[src/design/ssc_pkg.sv]
package ssc_pkg;
   // register byte offsets
   localparam logic [7:0] OFS_CLK  = 8'h00;
   localparam logic [7:0] OFS_MOD  = 8'h04;
   localparam logic [7:0] OFS_BR   = 8'h08;
   localparam logic [7:0] OFS_CTL  = 8'h0C;
   localparam logic [7:0] OFS_TXD  = 8'h10;
   localparam logic [7:0] OFS_RXD  = 8'h14;
   localparam logic [7:0] OFS_WTC0 = 8'h18;
   localparam logic [7:0] OFS_WTC1 = 8'h1C;
   localparam logic [7:0] OFS_GTC  = 8'h20;
   localparam logic [7:0] OFS_INTF = 8'h24;
   localparam logic [7:0] OFS_INTE = 8'h28;
   // field positions
   localparam int CLK_DEBUG_CLOCK_KEEP = 8;
   localparam int CLK_DIV   = 4;
   localparam int MOD_PRT   = 7;
   localparam int MOD_PRY   = 6;
   localparam int MOD_INV   = 5;
   localparam int MOD_DIR   = 4;
   localparam int MOD_OD    = 2;
   localparam int MOD_CPOL  = 1;
   localparam int MOD_MST   = 0;
   localparam int CTL_COLD  = 11;
   localparam int CTL_CKO   = 10;
   localparam int CTL_RECEIVE_ENABLE  = 9;
   localparam int CTL_TRANSMIT_ENABLE  = 8;
   localparam int CTL_CRP   = 4;
   localparam int CTL_SRST  = 1;
   localparam int CTL_ON    = 0;
   // event flag positions
   localparam int F_WTE = 7;
   localparam int F_TEND = 6;
   localparam int F_EDT = 5;
   localparam int F_PE  = 4;
   localparam int F_OE  = 3;
   localparam int F_RB2 = 2;
   localparam int F_RB1 = 1;
   localparam int F_TBE = 0;
   // reset values and etu counts
   localparam logic [10:0] FDR_RST   = 11'h173;
   localparam logic [7:0]  FLAG_RST  = 8'h01;
   localparam logic [8:0]  GT_BASE   = 9'h00C;
   localparam logic [8:0]  GT_T1_MIN = 9'h00B;
   localparam logic [8:0]  RETX_GAP  = 9'h00D;
   localparam logic [8:0]  ERR_ETU   = 9'h00A;
   localparam logic [8:0]  PAR_ETU   = 9'h009;
   localparam logic [8:0]  ESIG_END  = 9'h00B;
   typedef enum {S_IDLE, S_CHAR} ssc_state_type;
endpackage

[src/design/ssc_top.sv]
// The APB slave port and the placing of the registers were chosen for this implementation.
`timescale 1ns/1ps
// Functional notes
// - debug halt stops the operating clock unless debug_clock_keep is set
// - source_select picks source; divider applies to sources 0 and 2 only
// - clock register writes take effect only while module_on is 0
// - protocol_select picks T=1 or T=0; parity_sense picks odd or even
// - level_flip inverts line both ways; bit_order picks msb or lsb first
// - pad_drive_type selects open drain (reset) or push-pull on card io
// - card clock driven only with card_clock_drive; idle level in master role
// - controller_role 1 is master (reset), 0 is slave
// - etu is rate_factor plus one card clocks, reset 0x173
// - cold_wait_count write 1 with receive off starts wait count; 0 stops
// - receive_enable starts start-bit detection; clearing it stops reception
// - with transmit_enable set a transmit buffer write starts a character
// - T=0 receive parity error with repeat_on_error sends error signal, clears bit
// - T=0 transmit error signal with repeat_on_error resends byte, clears bit
// - soft_reset_cmd resets tx/rx control and flags, reads 1, self clears
// - module_on enables and gates the operating clock
// - transmit buffer writes accepted only with module_on and transmit_enable
// - receive register returns oldest of two bytes plus parity fail bit
// - 24-bit wait limit compared unmodified with etu count
// - guard is guard_extra plus 12; 255 gives 12 in T=0, 11 in T=1
// - status shows activity bits; event flags 7 to 3 clear on writing 1
// - interrupt request only for a set flag whose enable bit is set
// - tx_empty_flag resets to 1, clears on tx write; rx full flags clear on read
module ssc_top (
   // clock and reset
   input  wire logic        pclk,
   input  wire logic        presetn,
   // apb slave
   input  wire logic [7:0]  paddr,
   input  wire logic        psel,
   input  wire logic        penable,
   input  wire logic        pwrite,
   input  wire logic [31:0] pwdata,
   output logic      [31:0] prdata,
   output logic             pready,
   output logic             pslverr,
   // clock sources and debug
   input  wire logic [3:0]  source_tick,
   input  wire logic        debug_halt,
   // card io pin
   input  wire logic        card_io_in,
   output logic             card_io_out,
   output logic             card_io_oe,
   // card clock pin
   input  wire logic        card_clock_in,
   output logic             card_clock_out,
   output logic             card_clock_oe,
   // interrupt request
   output logic             irq
);
   import ssc_pkg::*;

   // bus decode
   wire wr_en = psel & penable & pwrite;
   wire rd_en = psel & penable & ~pwrite;
   wire setup = psel & ~penable;
   wire sel_clk  = paddr == OFS_CLK;
   wire sel_mod  = paddr == OFS_MOD;
   wire sel_br   = paddr == OFS_BR;
   wire sel_ctl  = paddr == OFS_CTL;
   wire sel_txd  = paddr == OFS_TXD;
   wire sel_rxd  = paddr == OFS_RXD;
   wire sel_wt0  = paddr == OFS_WTC0;
   wire sel_wt1  = paddr == OFS_WTC1;
   wire sel_gtc  = paddr == OFS_GTC;
   wire sel_intf = paddr == OFS_INTF;
   wire sel_inte = paddr == OFS_INTE;
   wire hit = sel_clk | sel_mod | sel_br | sel_ctl | sel_txd | sel_rxd
            | sel_wt0 | sel_wt1 | sel_gtc | sel_intf | sel_inte;

   // registers
   logic        debug_clock_keep_q, on_q, t1_q, odd_q, inv_q, msb_q, od_q, cpol_q, mst_q;
   logic [1:0]  div_q, src_q;
   logic [10:0] fdr_q;
   logic        cko_q, receive_enable_q, transmit_enable_q, crp_q, srst_q;
   logic [7:0]  txd_q, gtc_q, flg_q, inte_q;
   logic [23:0] wtc_q;
   logic [31:0] prdata_q;

   // engine state
   ssc_state_type st_q;
   logic        txdir_q, retx_q, pend_q, esig_q;
   logic [10:0] sub_q;
   logic [8:0]  bit_q;
   logic [7:0]  rsh_q;
   logic [2:0]  dc_q;
   logic        phase_q, wt_run_q, cold_q;
   logic [23:0] wt_q;
   logic        io1_q, io2_q, ck1_q, ck2_q, ck3_q;
   logic        drv_q, lvl_q;
   logic [8:0]  fifo_q [2];
   logic        rp_q;
   logic [1:0]  cnt_q;

   function automatic logic tx_level(input logic [8:0] b, input logic [7:0] d,
                                     input logic msb, input logic odd);
      logic [2:0] i;
      i = 3'h0;
      if (b == 9'h000) begin
         tx_level = 1'b0;
      end else if (b <= 9'h008) begin
         i = msb ? 3'(9'h008 - b) : 3'(b - 9'h001);
         tx_level = d[i];
      end else begin
         tx_level = ^d ^ odd;
      end
   endfunction

   // operating clock: source select, divide, gate
   wire run = on_q & (~debug_halt | debug_clock_keep_q);
   wire src_t = source_tick[src_q];
   wire divd = (src_q == 2'h0) | (src_q == 2'h2);
   wire [2:0] dmask = divd ? 3'((4'h1 << div_q) - 4'h1) : 3'h0;
   wire op_tick = run & src_t & (dc_q == dmask);

   // card clock and etu timing
   wire m_rise = op_tick & ~phase_q;
   wire s_rise = run & ck2_q & ~ck3_q;
   wire cc_rise = mst_q ? m_rise : s_rise;
   wire etu_tick = cc_rise & (sub_q == fdr_q);
   wire mid_tick = cc_rise & (sub_q == (fdr_q >> 1));
   wire rx_bit = io2_q ^ inv_q;

   // guard time
   wire [8:0] gt = (gtc_q == 8'hFF) ? (t1_q ? GT_T1_MIN : GT_BASE)
                                    : ({1'b0, gtc_q} + GT_BASE);
   wire [8:0] tgt = retx_q ? RETX_GAP : gt;
   wire char_end = (st_q == S_CHAR) & etu_tick & (bit_q == tgt - 9'h001);

   // start conditions
   wire start_tx = (st_q == S_IDLE) & pend_q & transmit_enable_q & on_q;
   wire start_rx = (st_q == S_IDLE) & ~start_tx & receive_enable_q & ~rx_bit
                 & ~pend_q & cc_rise;
   wire rx_par = (st_q == S_CHAR) & ~txdir_q & mid_tick & (bit_q == PAR_ETU);
   wire par_bad = rx_par & ((^rsh_q ^ odd_q) != rx_bit);
   wire err_chk = (st_q == S_CHAR) & txdir_q & ~t1_q & crp_q & etu_tick
                & (bit_q == ERR_ETU);
   wire err_hit = err_chk & ~rx_bit;
   wire ask_retx = par_bad & ~t1_q & crp_q;

   // register writes
   wire w_ctl  = wr_en & sel_ctl;
   wire w_txd  = wr_en & sel_txd & on_q & transmit_enable_q;
   wire w_clk  = wr_en & sel_clk & ~on_q;
   wire r_rxd  = rd_en & sel_rxd;
   wire cold_on  = w_ctl & pwdata[CTL_COLD] & ~pwdata[CTL_RECEIVE_ENABLE];
   wire cold_off = w_ctl & ~pwdata[CTL_COLD] & cold_q;
   wire receive_enable_up  = w_ctl & pwdata[CTL_RECEIVE_ENABLE] & ~receive_enable_q;
   wire wt_hit   = wt_run_q & etu_tick & (wt_q == wtc_q);

   // receive fifo
   wire pop  = r_rxd & (cnt_q != 2'h0);
   wire full = (cnt_q == 2'h2) & ~pop;
   wire push = rx_par & ~full;
   wire ovr  = rx_par & full;
   wire wp   = rp_q ^ cnt_q[0];

   // event flags, set wins over clear
   logic [7:0] fset, fclr;
   always_comb begin
      fset = 8'h00;
      fset[F_WTE]  = wt_hit;
      fset[F_EDT]  = err_hit;
      fset[F_PE]   = par_bad;
      fset[F_OE]   = ovr;
      fset[F_RB1]  = push & (cnt_q == 2'h0);
      fset[F_RB2]  = push & (cnt_q == 2'h1) & ~pop;
      fset[F_TBE]  = (start_tx & t1_q) | (char_end & txdir_q & ~t1_q & ~retx_q);
      fset[F_TEND] = char_end & txdir_q & ~retx_q & ~(t1_q & pend_q);
      fclr = 8'h00;
      if (wr_en & sel_intf) begin
         fclr[7:3] = pwdata[7:3];
      end
      fclr[F_RB1] = r_rxd;
      fclr[F_RB2] = r_rxd;
      fclr[F_TBE] = w_txd;
   end

   // line drive
   wire tx_drv = (st_q == S_CHAR) & txdir_q & (bit_q <= PAR_ETU);
   wire drv_d = tx_drv | esig_q;
   wire lvl_d = tx_drv ? (tx_level(bit_q, txd_q, msb_q, odd_q) ^ inv_q) : 1'b0;

   // read mux
   logic [31:0] rdata;
   always_comb begin
      rdata = 32'h0000_0000;
      if (sel_clk) rdata[8:0] = {debug_clock_keep_q, 2'h0, div_q, 2'h0, src_q};
      if (sel_mod) rdata[7:0] = {t1_q, odd_q, inv_q, msb_q, 1'b0, od_q, cpol_q, mst_q};
      if (sel_br) rdata[10:0] = fdr_q;
      if (sel_ctl) rdata[11:0] = {cold_q, cko_q, receive_enable_q, transmit_enable_q, 3'h0, crp_q,
                                  2'h0, srst_q, on_q};
      if (sel_txd) rdata[7:0] = txd_q;
      if (sel_rxd) rdata[8:0] = fifo_q[rp_q];
      if (sel_wt0) rdata[15:0] = wtc_q[15:0];
      if (sel_wt1) rdata[7:0] = wtc_q[23:16];
      if (sel_gtc) rdata[7:0] = gtc_q;
      if (sel_intf) rdata[11:0] = {wt_run_q, (st_q == S_CHAR) & (bit_q >= ERR_ETU),
                                   (st_q == S_CHAR) & ~txdir_q,
                                   (st_q == S_CHAR) & txdir_q, flg_q};
      if (sel_inte) rdata[7:0] = inte_q;
   end

   assign prdata  = prdata_q;
   assign pready  = 1'b1;
   assign pslverr = psel & penable & ~hit;
   assign irq = |(flg_q & inte_q);
   assign card_io_out = od_q ? 1'b0 : lvl_q;
   assign card_io_oe  = od_q ? (drv_q & ~lvl_q) : drv_q;
   assign card_clock_oe  = mst_q;
   assign card_clock_out = mst_q & (cko_q ? phase_q : cpol_q);

   // configuration registers
   always_ff @(posedge pclk or negedge presetn) begin
      if (!presetn) begin
         {debug_clock_keep_q, div_q, src_q} <= 5'h00;
         {t1_q, odd_q, inv_q, msb_q, cpol_q} <= 5'h00;
         od_q <= 1'b1;
         mst_q <= 1'b1;
         fdr_q <= FDR_RST;
         {cko_q, receive_enable_q, transmit_enable_q, on_q} <= 4'h0;
         txd_q <= 8'h00;
         wtc_q <= 24'h00_0000;
         gtc_q <= 8'h00;
         inte_q <= 8'h00;
         prdata_q <= 32'h0000_0000;
      end else begin
         if (setup) prdata_q <= rdata;
         if (w_clk) begin
            debug_clock_keep_q <= pwdata[CLK_DEBUG_CLOCK_KEEP];
            div_q <= pwdata[CLK_DIV+:2];
            src_q <= pwdata[1:0];
         end
         if (wr_en & sel_mod) begin
            t1_q <= pwdata[MOD_PRT];
            odd_q <= pwdata[MOD_PRY];
            inv_q <= pwdata[MOD_INV];
            msb_q <= pwdata[MOD_DIR];
            od_q <= pwdata[MOD_OD];
            cpol_q <= pwdata[MOD_CPOL];
            mst_q <= pwdata[MOD_MST];
         end
         if (wr_en & sel_br) fdr_q <= pwdata[10:0];
         if (w_ctl) begin
            cko_q <= pwdata[CTL_CKO];
            receive_enable_q <= pwdata[CTL_RECEIVE_ENABLE];
            transmit_enable_q <= pwdata[CTL_TRANSMIT_ENABLE];
            on_q <= pwdata[CTL_ON];
         end
         if (w_txd) txd_q <= pwdata[7:0];
         if (wr_en & sel_wt0) wtc_q[15:0] <= pwdata[15:0];
         if (wr_en & sel_wt1) wtc_q[23:16] <= pwdata[7:0];
         if (wr_en & sel_gtc) gtc_q <= pwdata[7:0];
         if (wr_en & sel_inte) inte_q <= pwdata[7:0];
      end
   end

   // synchronisers, divider and card clock phase
   always_ff @(posedge pclk or negedge presetn) begin
      if (!presetn) begin
         {io1_q, io2_q} <= 2'h3;
         {ck1_q, ck2_q, ck3_q} <= 3'h0;
         dc_q <= 3'h0;
         phase_q <= 1'b0;
      end else begin
         io1_q <= card_io_in;
         io2_q <= io1_q;
         ck1_q <= card_clock_in;
         ck2_q <= ck1_q;
         ck3_q <= ck2_q;
         if (run & src_t) dc_q <= (dc_q == dmask) ? 3'h0 : dc_q + 3'h1;
         if (op_tick) phase_q <= ~phase_q;
      end
   end

   // flags, soft reset, repeat bit, fifo
   always_ff @(posedge pclk or negedge presetn) begin
      if (!presetn) begin
         flg_q <= FLAG_RST;
         srst_q <= 1'b0;
         crp_q <= 1'b0;
         rp_q <= 1'b0;
         cnt_q <= 2'h0;
         fifo_q[0] <= 9'h000;
         fifo_q[1] <= 9'h000;
      end else begin
         // one busy cycle, then self clear; writes of 0 are ignored
         srst_q <= w_ctl & pwdata[CTL_SRST];
         if (srst_q) begin
            flg_q <= FLAG_RST;
            rp_q <= 1'b0;
            cnt_q <= 2'h0;
         end else begin
            flg_q <= (flg_q & ~fclr) | fset;
            if (push) fifo_q[wp] <= {par_bad, rsh_q};
            if (pop) rp_q <= ~rp_q;
            cnt_q <= cnt_q + {1'b0, push} - {1'b0, pop};
         end
         // a software write of 1 wins over the automatic clear
         if (w_ctl) crp_q <= pwdata[CTL_CRP];
         else if (ask_retx | err_hit) crp_q <= 1'b0;
      end
   end

   // character engine
   always_ff @(posedge pclk or negedge presetn) begin
      if (!presetn) begin
         st_q <= S_IDLE;
         {txdir_q, retx_q, pend_q, esig_q} <= 4'h0;
         sub_q <= 11'h000;
         bit_q <= 9'h000;
         rsh_q <= 8'h00;
         {drv_q, lvl_q} <= 2'h0;
         {wt_run_q, cold_q} <= 2'h0;
         wt_q <= 24'h00_0000;
      end else if (srst_q) begin
         st_q <= S_IDLE;
         {txdir_q, retx_q, pend_q, esig_q} <= 4'h0;
         {drv_q, lvl_q} <= 2'h0;
         {wt_run_q, cold_q} <= 2'h0;
      end else begin
         drv_q <= drv_d;
         lvl_q <= lvl_d;
         if (w_txd) pend_q <= 1'b1;
         else if (start_tx) pend_q <= 1'b0;
         if (start_tx | start_rx) sub_q <= 11'h000;
         else if (cc_rise) sub_q <= (sub_q == fdr_q) ? 11'h000 : sub_q + 11'h001;
         case (st_q)
            S_IDLE: begin
               bit_q <= 9'h000;
               if (start_tx | start_rx) begin
                  st_q <= S_CHAR;
                  txdir_q <= start_tx;
                  retx_q <= 1'b0;
               end
            end
            S_CHAR: begin
               if (etu_tick) bit_q <= bit_q + 9'h001;
               if (mid_tick & ~txdir_q & (bit_q >= 9'h001) & (bit_q <= 9'h008)) begin
                  rsh_q <= msb_q ? {rsh_q[6:0], rx_bit} : {rx_bit, rsh_q[7:1]};
               end
               // receiver pulls the line low from 10.5 to 11.5 etu
               if (mid_tick & (bit_q == ERR_ETU) & retx_q & ~txdir_q) esig_q <= 1'b1;
               if (mid_tick & (bit_q == ESIG_END)) esig_q <= 1'b0;
               if (ask_retx) retx_q <= 1'b1;
               if (err_hit) retx_q <= 1'b1;
               if (~receive_enable_q & ~txdir_q) begin
                  st_q <= S_IDLE;
                  esig_q <= 1'b0;
               end else if (char_end) begin
                  bit_q <= 9'h000;
                  if (txdir_q & retx_q) begin
                     retx_q <= 1'b0;
                  end else if (txdir_q & t1_q & pend_q & transmit_enable_q) begin
                     pend_q <= 1'b0;
                  end else begin
                     st_q <= S_IDLE;
                     retx_q <= 1'b0;
                  end
               end
            end
            default: st_q <= S_IDLE;
         endcase
         // wait time measurement
         if (start_rx | wt_hit | cold_off | (~receive_enable_q & ~cold_q)) begin
            wt_run_q <= 1'b0;
            cold_q <= 1'b0;
         end
         if (cold_on & ~receive_enable_q) begin
            wt_run_q <= 1'b1;
            cold_q <= 1'b1;
            wt_q <= 24'h00_0000;
         end else if (receive_enable_up | (char_end & ~txdir_q & receive_enable_q)) begin
            wt_run_q <= 1'b1;
            wt_q <= 24'h00_0000;
         end else if (wt_run_q & etu_tick) begin
            wt_q <= wt_q + 24'h00_0001;
         end
      end
   end
endmodule

[config.mk]
export PLATFORM = sky130hd
export DESIGN_NAME = ssc_top
export DESIGN_NICKNAME = d
export VERILOG_FILES = /design/src/design/ssc_pkg.sv /design/src/design/ssc_top.sv
export SDC_FILE = /design/constraint.sdc
export NUM_CORES = 1
export LEC_CHECK = 0
export ABC_CLOCK_PERIOD_IN_PS = 6600
export BUFFER_PORTS_ARGS = -buffer_cell sky130_fd_sc_hd__buf_2
export CAP_MARGIN = 10
export CORE_ASPECT_RATIO = 0.7
export CORE_MARGIN = 4
export CORE_UTILIZATION = 66
export CTS_CLUSTER_SIZE = 20
export DETAILED_ROUTE_END_ITERATION = 16
export GPL_TIMING_DRIVEN = 0
export PLACE_DENSITY = 0.88
export SLEW_MARGIN = 20
export SYNTH_ARGS = -nofsm -noshare
export SYNTH_HDL_FRONTEND = slang
export SYNTH_SLANG_ARGS = --single-unit
export TNS_END_PERCENT = 1
[constraint.sdc]
create_clock -name pclk -period 6.6 [get_ports pclk]
set_input_delay 0.66 -clock pclk [delete_from_list [all_inputs] [get_ports pclk]]
set_output_delay 0.66 -clock pclk [all_outputs]
set_load 0.01 [all_outputs]
# Yosys cells after proc, flatten, opt, wreduce, memory -nomap -nowiden
# Cells that the tools add are included.
[word_totals] output_inout_bits=39 word_cells=368 in_bits=52 reg_bits=223
[op_classes] muxes=92 eq_ne=29 n_lt_le_gt_ge=9 n_shift=1 bitwise_logic=146 n_reduce_logical=32 addsub=11
[ops] cell="$mux W32" n=6
[ops] cell="$mux W9" n=11
[ops] cell="$and A1 B1 Y1" n=92
[ops] cell="$mux W24" n=3
[ops] cell="$logic_not A32 Y1" n=2
[ops] cell="$pmux W32 S2" n=1
[ops] cell="$mux W8" n=7
[ops] cell="$mux W1" n=45
[ops] cell="$mux W11" n=4
[ops] cell="$eq A32 B1 Y1 const B" n=1
[ops] cell="$eq A32 B2 Y1 const B" n=1
[ops] cell="$eq A8 B5 Y1 const B" n=4
[ops] cell="$eq A9 B4 Y1 const B" n=3
[ops] cell="$add A24 B1 Y24 const B" n=1
[ops] cell="$eq A24 B24 Y1" n=1
[ops] cell="$eq A8 B6 Y1 const B" n=3
[ops] cell="$mux W12" n=2
[ops] cell="$not A1 Y1" n=23
[ops] cell="$or A1 B1 Y1" n=20
[ops] cell="$bwmux W18" n=1
[ops] cell="$le A9 B4 Y1 const B" n=2
[ops] cell="$pmux W9 S2" n=1
[ops] cell="$and A8 B8 Y8" n=2
[ops] cell="$eq A8 B4 Y1 const B" n=2
[ops] cell="other kinds (51)" n=82

# Longest topological paths before layout
# Gate-level depths: netlist of run 1.
[depth] word_depth=21 ltp_mapped=14 depth_no_buf=12

# Worst setup path before layout of run 1
# OpenSTA, ideal clock, no wires.
[synth_path] kind="input port to flip-flop" startpoint="input port paddr[5]" endpoint="register cnt_q[1]" n_path_buf=2 path_stages=13 setup_time_ns=0.132 arrival_ns=3.000 setup_slack_ns=3.468 t_required_ns=6.468 path_cell_list="or4b_1 -> clkbuf_1 -> or2_1 -> buf_2 -> or3_4 -> nand2_1 -> o21ai_0 -> ha_1 -> inv_1 -> ha_1 -> xnor2_1 -> xnor2_1 -> nor2_1"
[synth_via] elab_chain_cells=10
[synth_lines] item="start: declaration" line_no="ssc_top.sv:32" source="input wire logic [7:0] paddr,"
[synth_lines] item="$eq A8 B5 Y1 (*)" line_no="ssc_top.sv:65" source="wire sel_rxd = paddr == OFS_RXD;"
[synth_lines] item="$and A1 B1 Y1 (*)" line_no="ssc_top.sv:148" source="wire r_rxd = rd_en & sel_rxd;"
[synth_lines] item="$and A1 B1 Y1 (*)" line_no="ssc_top.sv:155" source="wire pop = r_rxd & (cnt_q != 2'h0);"
[synth_lines] item="$not A1 Y1" line_no="ssc_top.sv:156" source="wire full = (cnt_q == 2'h2) & ~pop;"
[synth_lines] item="$and A1 B1 Y1" line_no="ssc_top.sv:156"
[synth_lines] item="$not A1 Y1" line_no="ssc_top.sv:157" source="wire push = rx_par & ~full;"
[synth_lines] item="$and A1 B1 Y1" line_no="ssc_top.sv:157"
[synth_lines] item="$add A2 B1 Y2" line_no="ssc_top.sv:300" source="cnt_q <= cnt_q + {1'b0, push} - {1'b0, pop};"
[synth_lines] item="$sub A2 B1 Y2 (*)" line_no="ssc_top.sv:300"
[synth_lines] item="$mux W2 (*)" line_no="ssc_top.sv:292" source="if (srst_q) begin"
[synth_lines] item="end signal: assignment" line_no="ssc_top.sv:300"
[synth_lines] item="end: declaration" line_no="ssc_top.sv:96" source="logic [1:0] cnt_q;"
# Mark *: on every way between the ends. The rest lies on a longest branch, timed or not.
# A chain may end at the register's enable or synchronous reset.

# Worst setup path in the final report of run 1
[layout_path] startpoint="register sub_q[2]" endpoint="register cnt_q[1]"
[layout_via] elab_chain_cells=8
[layout_lines] item="start: declaration" line_no="ssc_top.sv:86" source="logic [10:0] sub_q;"
[layout_lines] item="start signal: assignment" line_no="ssc_top.sv:330" source="else if (cc_rise) sub_q <= (sub_q == fdr_q) ? 11'h000 : sub_q + 11'h001;"
[layout_lines] item="$eq A11 B10 Y1" line_no="ssc_top.sv:124" source="wire mid_tick = cc_rise & (sub_q == (fdr_q >> 1));"
[layout_lines] item="$and A1 B1 Y1" line_no="ssc_top.sv:124"
[layout_lines] item="$and A1 B1 Y1 (2 in a row)" line_no="ssc_top.sv:137" source="wire rx_par = (st_q == S_CHAR) & ~txdir_q & mid_tick & (bit_q == PAR_ETU);"
[layout_lines] item="$and A1 B1 Y1" line_no="ssc_top.sv:157"
[layout_lines] item="$add A2 B1 Y2" line_no="ssc_top.sv:300"
[layout_lines] item="$sub A2 B1 Y2" line_no="ssc_top.sv:300"
[layout_lines] item="$mux W2" line_no="ssc_top.sv:292"
# Every way passes these cells.

==> run metrics, run 1 <==
Worst R2R End cnt_q[1]; Area growth syn-to-layout 11.6%; max frequency 256 MHz; most common cell after layout, fill and taps aside dfrtp_1; RSZ-0062 raised after global routing no; H-tree depth 4; number of synthesized register bits 192; CP max FO 7; Worst-Margin Slew 1120 ps; Reg power frac 48.7%; die area 19,400 um^2; final core occ 76.4%; drt pass-1 iters 8; sequential area share after synthesis 42.4%; worst hold path class in -> async; die width 165 um; number of DRC markers in iteration 0 1,330; Internal Pwr Total 1.86 mW; post-cts sizing count 0; Gate power share 7.0%; Mapped Area 11,400 um^2; initial cell density of the core 68.5%; via count 9,594; Gate Count Post-Synth 1,134; Max stage delay on crit path 700 ps; synthesized area per cell 10.0 um^2; most frequent cells in the layout 181 x dfrtp_1, 110 x nand2_1, 81 x nor2_1, 79 x mux2_2, 64 x buf_2; Slowest-stage cell, CP a2111oi_2; Rel. slew slack 24.7%; clk_skew 11.9 ps; post-synthesis cell type count 94; kind of start point of the critical path flop; DR DRC count 0; Total Wirelength 32,800 um; crit-path cells clkbuf_1 -> xor2_1 -> nor4_1 -> nand3_1 -> a2111oi_2 -> and3_1 -> clkbuf_1 -> o21ai_0 -> ha_1 -> inv_1 -> ha_1 -> xnor2_1 -> xnor2_1 -> nor2_1; PwrDens 196 nW/um^2; Final ANT Viol Nets 0; main flop type after synthesis dfrtp_1; Max-cap violations 0; CTS max path bufs 2; Wirelength per Cell 22.4 um; status finished clean; # diodes 0; Reg2Reg Setup Slack 2690 ps; Row Count 39; Via density 6.55; final setup violation count 0; Yosys warnings 0; Final Hold Viols 0; Post-CTS Setup Bufs 0; total clock sinks 192; Buf/Inv on CP 3; setup_tns 0 ps; Switch Pwr 0.621 mW; Setup CP Type reg -> reg; CP top delay family simple AND/OR/NAND/NOR gates; Top Ports 91; dpl cells 1,432; final std cells w/o fill 1,464; FF-to-FF path depth 14; Leak 5.96 nW; initial antenna violation count 1; final worst path period need 3910 ps; Req. time, crit path 6900 ps; total power 2.48 mW; routability cong. 1.02; CTS tree done; Crit. End Element flop; Slew Viols, Final 0; sw frac 25.0%; Critical Path AT 4210 ps; final period utilization 59.3%; Root Buffer clkbuf_16; largest net degree at the start of global routing 83; Post-synth EDFFs 0; worst reg2reg startpoint sub_q[2]; GRT Residual Overflow 0; peak supply drop 0.157 mV; CTS clk-pin slew, worst paths 70 ps; NumNets Final 1,290; power share of the clock group 44.3%; Fillers 1,124; share of layout cells above drive strength 1 20.7%; die extent in y 118 um; hold_ws 92.8 ps; Hold Buf Count CTS 0; TritonCTS Buffers 17; vias in the first global route 9,151; Async SR Flop Fraction 100%; first-pass GRT wire length 51,600 um; total track usage 34.2%; worst-skew pair later-pin latency 440 ps; Port Buf Inserts 56; post-DP HPWL 23,800 um; core area 16,600 um^2
==> area by class of cell <==
cell class	instances	area [um^2]	share of cell area, %
Clock inverter	15	200	1.58
Multi-Input combinational cell	857	6120	48.3
Buffer	75	392	3.09
Clock buffer	17	425	3.36
Inverter	25	93.8	0.740
Timing Repair Buffer	58	345	2.72
Sequential cell	192	4820	38.0
Tap cell	225	282	2.22
==> per-stage QoR <==
step	setup WS, ps	cell area, um^2
6_report	2690	12700
5_1_grt	2470	12700
4_1_cts	2820	12700
3_5_place_dp	2820	12000
3_3_place_gp	1760	12000
2_1_floorplan	3470	11400
==> cell usage after synthesis (12+ instances only) <==
master / n / area [um^2]
ha_1: 12 / 150
xnor2_1: 49 / 429
nand2b_1: 18 / 113
mux2i_1: 27 / 270
mux2_2: 79 / 890
nor2_1: 81 / 304
dfrtp_1: 181 / 4530
nor3_1: 13 / 65.1
clkbuf_1: 38 / 143
mux2_1: 16 / 180
nor4_1: 14 / 87.6
buf_4: 24 / 180
and2_1: 23 / 144
inv_1: 25 / 93.8
a21oi_1: 44 / 220
a22oi_1: 18 / 135
nand3_1: 32 / 160
xor2_1: 57 / 499
nand4_1: 19 / 119
o21ai_0: 40 / 200
nand2_1: 110 / 413
==> per-layer routing <==
| layer | vias up | part of all wire, % | global-route usage, % |
|---|---|---|---|
| met4 | 2 | 2.7 | 9.66 |
| met3 | 87 | 12 | 9.00 |
| met5 | - | 0.021 | 0 |
| li1 | 4233 | - | - |
| met1 | 4672 | 42 | 51.4 |
| met2 | 600 | 43 | 48.9 |
==> sequential cells by signal, indices dropped and copies added, names as in the netlist, 2 cells and up <==
register	flops
bit_q	9
cnt_q	2
dc_q	3
div_q	2
fdr_q	11
fifo_q	18
flg_q	8
gtc_q	8
inte_q	8
prdata	16
rsh_q	8
src_q	2
sub_q	11
txd_q	8
wt_q	24
wtc_q	24
==> cell families (layout without fill, tap and decap cells) <==
kind of cell / after synthesis / after routing / share of synthesized area, %
compound gates: 212 / 212 / 13.5
xor+xnor: 106 / 106 / 8.17
fa+ha+maj: 12 / 12 / 1.32
buf+inv: 100 / 190 / 4.27
flops: 192 / 192 / 42.4
mux: 125 / 125 / 12.4
other cells: 2 / 17 / 0.0661
simple gates: 385 / 385 / 17.8
==> power by group through the flow <==
| stage | Combinational (mW) | Clock [mW] | Sequential, mW |
|---|---|---|---|
| 2_1_floorplan | 0.0877 | 0 | 1.23 |
| 3_3_place_gp | 0.160 | 0 | 1.23 |
| 3_5_place_dp | 0.169 | 0 | 1.23 |
| 4_1_cts | 0.170 | 1.10 | 1.21 |
| 5_1_grt | 0.189 | 1.15 | 1.21 |
| 6_report | 0.174 | 1.10 | 1.21 |
==> worst max-delay path by stage <==
| stage | depth (start not counted) | startpoint | slack, ps | endpoint |
|---|---|---|---|---|
| 5_1_grt | 14 | sub_q[2] | 2470 | cnt_q[1] |
| 6_report | 14 | sub_q[2] | 2690 | cnt_q[1] |
| 2_1_floorplan | 13 | paddr[5] | 3470 | cnt_q[1] |
| 3_5_place_dp | 14 | sub_q[2] | 2820 | cnt_q[1] |
| 4_1_cts | 14 | sub_q[2] | 2820 | cnt_q[1] |
| 3_3_place_gp | 1 | presetn | 1760 | wt_q[17] |
No activity file was read; power rests on OpenSTA's default activity.
==> run 2: changes to the inputs <==
Settings changed: ABC_AREA set to 1, ABC_CLOCK_PERIOD_IN_PS 6600 to 3700, CORE_UTILIZATION 66 to 61, PLACE_DENSITY 0.88 to 0.82.
Clock period 6.6 ns to 3.7 ns, I/O delays scaled along.
==> run metrics, run 2 <==
Max stage delay on crit path 410 ps (-290 ps); Root Buffer clkbuf_16; NumNets Final 1,642 (+27%); Setup CP Type reg -> reg; final setup violation count 0 (unchanged); initial cell density of the core 62.3% (-6.1 points); die area 20,700 um^2 (+6.8%); crit-path cells ha_1 -> inv_1 -> nor2_2 -> nand2_4 -> nand2_2 -> nand3_2 -> inv_2 -> ha_1 -> xor2_1 -> nand2_1 -> nor2_1 -> nand2_1 -> nor2_1 -> nand2_1 -> nor2_1 -> nand4_1 -> nand2_2 -> nand2_4 -> o31ai_1 -> nand2_1 -> and2_1; number of DRC markers in iteration 0 1,693 (+27%); final core occ 69.7% (-6.7 points); Buf/Inv on CP 2 (-1); number of synthesized register bits 192 (unchanged); top-area cell type share of the netlist area 40.2% (+0.36 points); Yosys warnings 0 (unchanged); Mapped Area 11,300 um^2 (-0.89%); setup_tns 0 ps (unchanged); largest cells by area after synthesis dfrtp_1 40%, nand2_1 12%, o21ai_0 6.9%, inv_1 5.9%, nor2_1 4.2%; total track usage 34.3% (+0.10 points); DR DRC count 0 (unchanged); Via density 5.96 (-9.0%); Regs by FF count wt_q (24), wtc_q (24), fifo_q (18); FF-to-FF path depth 21 (+7); worst hold path class in -> reg; most common cell after layout, fill and taps aside nand2_1; final period utilization 94.3% (+35 points); Final ANT Viol Nets 0 (unchanged); final worst path period need 3490 ps (-422 ps); worst-skew pair later-pin latency 440 ps (about the same); routability cong. 0.954 (-6.8%); via count 10,894 (+14%); peak supply drop 0.251 mV (+60%); Hold Path Depth 1; share of layout cells above drive strength 1 10.4% (-10 points); core area 18,100 um^2 (+8.8%); CTS clk-pin slew, worst paths 70 ps (about the same); PwrDens 379 nW/um^2 (+94%); Final Hold Viols 0 (unchanged); Max-cap violations 0 (unchanged); Total Wirelength 34,800 um (+6.0%); vias in the first global route 9,955 (+8.8%); hold_ws 21.0 ps (-71.8 ps); Req. time, crit path 4030 ps (-2870 ps); H-tree depth 4 (unchanged); TritonCTS Buffers 17 (unchanged); Critical Path AT 3830 ps (-380 ps); Slew Viols, Final 0 (unchanged); most numerous cell on the critical path nand2_1; Area growth syn-to-layout 11.8%; first-pass GRT wire length 54,700 um (+5.9%); Internal Pwr Total 3.40 mW (+83%); drt pass-1 iters 7 (-1); Wirelength per Cell 19.0 um (-15%); die extent in y 122 um (+3.3%); CP max FO 9 (+2); Rel. slew slack 20.9% (-3.7 points); Post-CTS Setup Bufs 0 (unchanged); Row Count 41 (+5.1%); Switch Pwr 1.37 mW (+120%); # diodes 0 (unchanged); final std cells w/o fill 1,827 (+25%); GRT Residual Overflow 0 (unchanged); Top Ports 91 (unchanged); power share of the clock group 39.6% (-4.7 points); CTS tree done; Leak 5.92 nW (-0.61%); status finished clean; final instance area 12,600 um^2 (-0.76%); sequential area share after synthesis 42.8% (+0.38 points); Async SR Flop Fraction 100% (unchanged); Reg power frac 47.3% (-1.4 points); Post-synth EDFFs 0 (unchanged); CTS max path bufs 2 (unchanged); most frequent cells in the layout 348 x nand2_1, 180 x dfrtp_1, 178 x inv_1, 156 x o21ai_0, 126 x nor2_1; register area 4820 um^2 (about the same); final setup margin 209 ps (-2480 ps); CP top delay family simple AND/OR/NAND/NOR gates; top cell type by total area after synthesis dfrtp_1; largest net degree at the start of global routing 91 (+9.6%); Fillers 1,496 (+33%); clk_skew 9.93 ps (-2.02 ps); Gate Count Post-Synth 1,484 (+31%); Slowest-stage cell, CP dfrtp_1; sw frac 28.8% (+3.8 points); post-DP HPWL 26,200 um (+10%); area of the multi-input gates 5520 um^2 (-9.9%); Worst-Margin Slew 1160 ps (+35.2 ps); dpl cells 1,794 (+25%); initial antenna violation count 0 (-1); synthesized area per cell 7.58 um^2 (-24%); main flop type after synthesis dfrtp_1; die width 170 um (+3.4%); cell with the most instances after synthesis nand2_1; post-synthesis cell type count 63 (-33%); total clock sinks 192 (unchanged); synth cell count leaders 350 x nand2_1, 181 x dfrtp_1, 178 x inv_1; total power 4.77 mW (+92%); kind of start point of the critical path flop; Gate power share 13.1% (+6.1 points); Port Buf Inserts 57 (+1.8%); max frequency 286 MHz (+12%); Post-Place Setup Slack 231 ps (-2590 ps); placed cell areas 12,000 um^2 (-0.74%); Crit. End Element flop; Levels on crit path 21 (+7)
## run 2: changes by cell type after synthesis, moves of 22 or more
cell     change
and2_1      -22
inv_1      +153
mux2_2      -78
mux2i_1     -23
nand2_1    +240
nand3_1     +39
nor2_1      +45
o21ai_0    +116
## run 2: final cells by class
class / instances / area share (%)
Sequential cell: 192 / 38.3
Buffer: 56 / 2.30
Clock inverter: 13 / 1.14
Multi-Input combinational cell: 1064 / 43.9
Clock buffer: 19 / 3.60
Tap cell: 236 / 2.35
Inverter: 187 / 5.60
Timing Repair Buffer: 60 / 2.86
## run 2: cells by family (layout without fill, tap and decap cells)
family / after synthesis / count (layout) / share of synthesized area (%)
simple gates: 655 / 655 / 25.6
compound gates: 303 / 303 / 15.3
buf+inv: 243 / 335 / 8.80
flops: 192 / 192 / 42.8
xor+xnor: 72 / 72 / 5.60
fa+ha+maj: 12 / 12 / 1.33
mux: 5 / 5 / 0.456
other cells: 2 / 17 / 0.0667
## run 2: what timing repair did
| action | 4_1_cts | 5_1_grt |
|---|---|---|
| resized for setup | 0 | 6 |
| endpoints found under the hold margin | 23 | 0 |
| endpoints found under the setup margin | 0 | 6 |
| hold buffers | 1 | 0 |
## run 2: per-layer routing
layer,GRT usage (%),routed length (um),share of wire (%)
met5,0,0,0
met2,46.4,13900,40
met4,9.13,707,2.0
met3,10.8,4740,14
met1,53.0,15400,44
## run 2: worst register-to-register path, delay by kind of cell, from the launching register on
kind	cells	cell delay, ps
compound gates	1	180
flops	1	410
fa+ha+maj	2	440
simple gates	15	1980
buf+inv	2	170
xor+xnor	1	190
## run 2: worst paths after layout
check / to / slack (ps) / startpoint
max: wt_q[11] / 210 / gtc_q[2]
min: io1_q / 20 / card_io_in
max reg2reg: wt_q[11] / 210 / gtc_q[2]
min reg2reg: io2_q / 360 / io1_q
max in group asynchronous: od_q / 2590 / presetn
min in group asynchronous: gtc_q[7] / 370 / presetn
## run 2: power groups by stage
stage	logic [mW]	clock network, mW	registers, mW
after global routing	0.695	1.98	2.27
after global placement	0.581	0	2.29
after CTS	0.612	1.89	2.25
after detailed placement	0.605	0	2.30
final	0.623	1.89	2.26
after floorplan	0.399	0	2.28
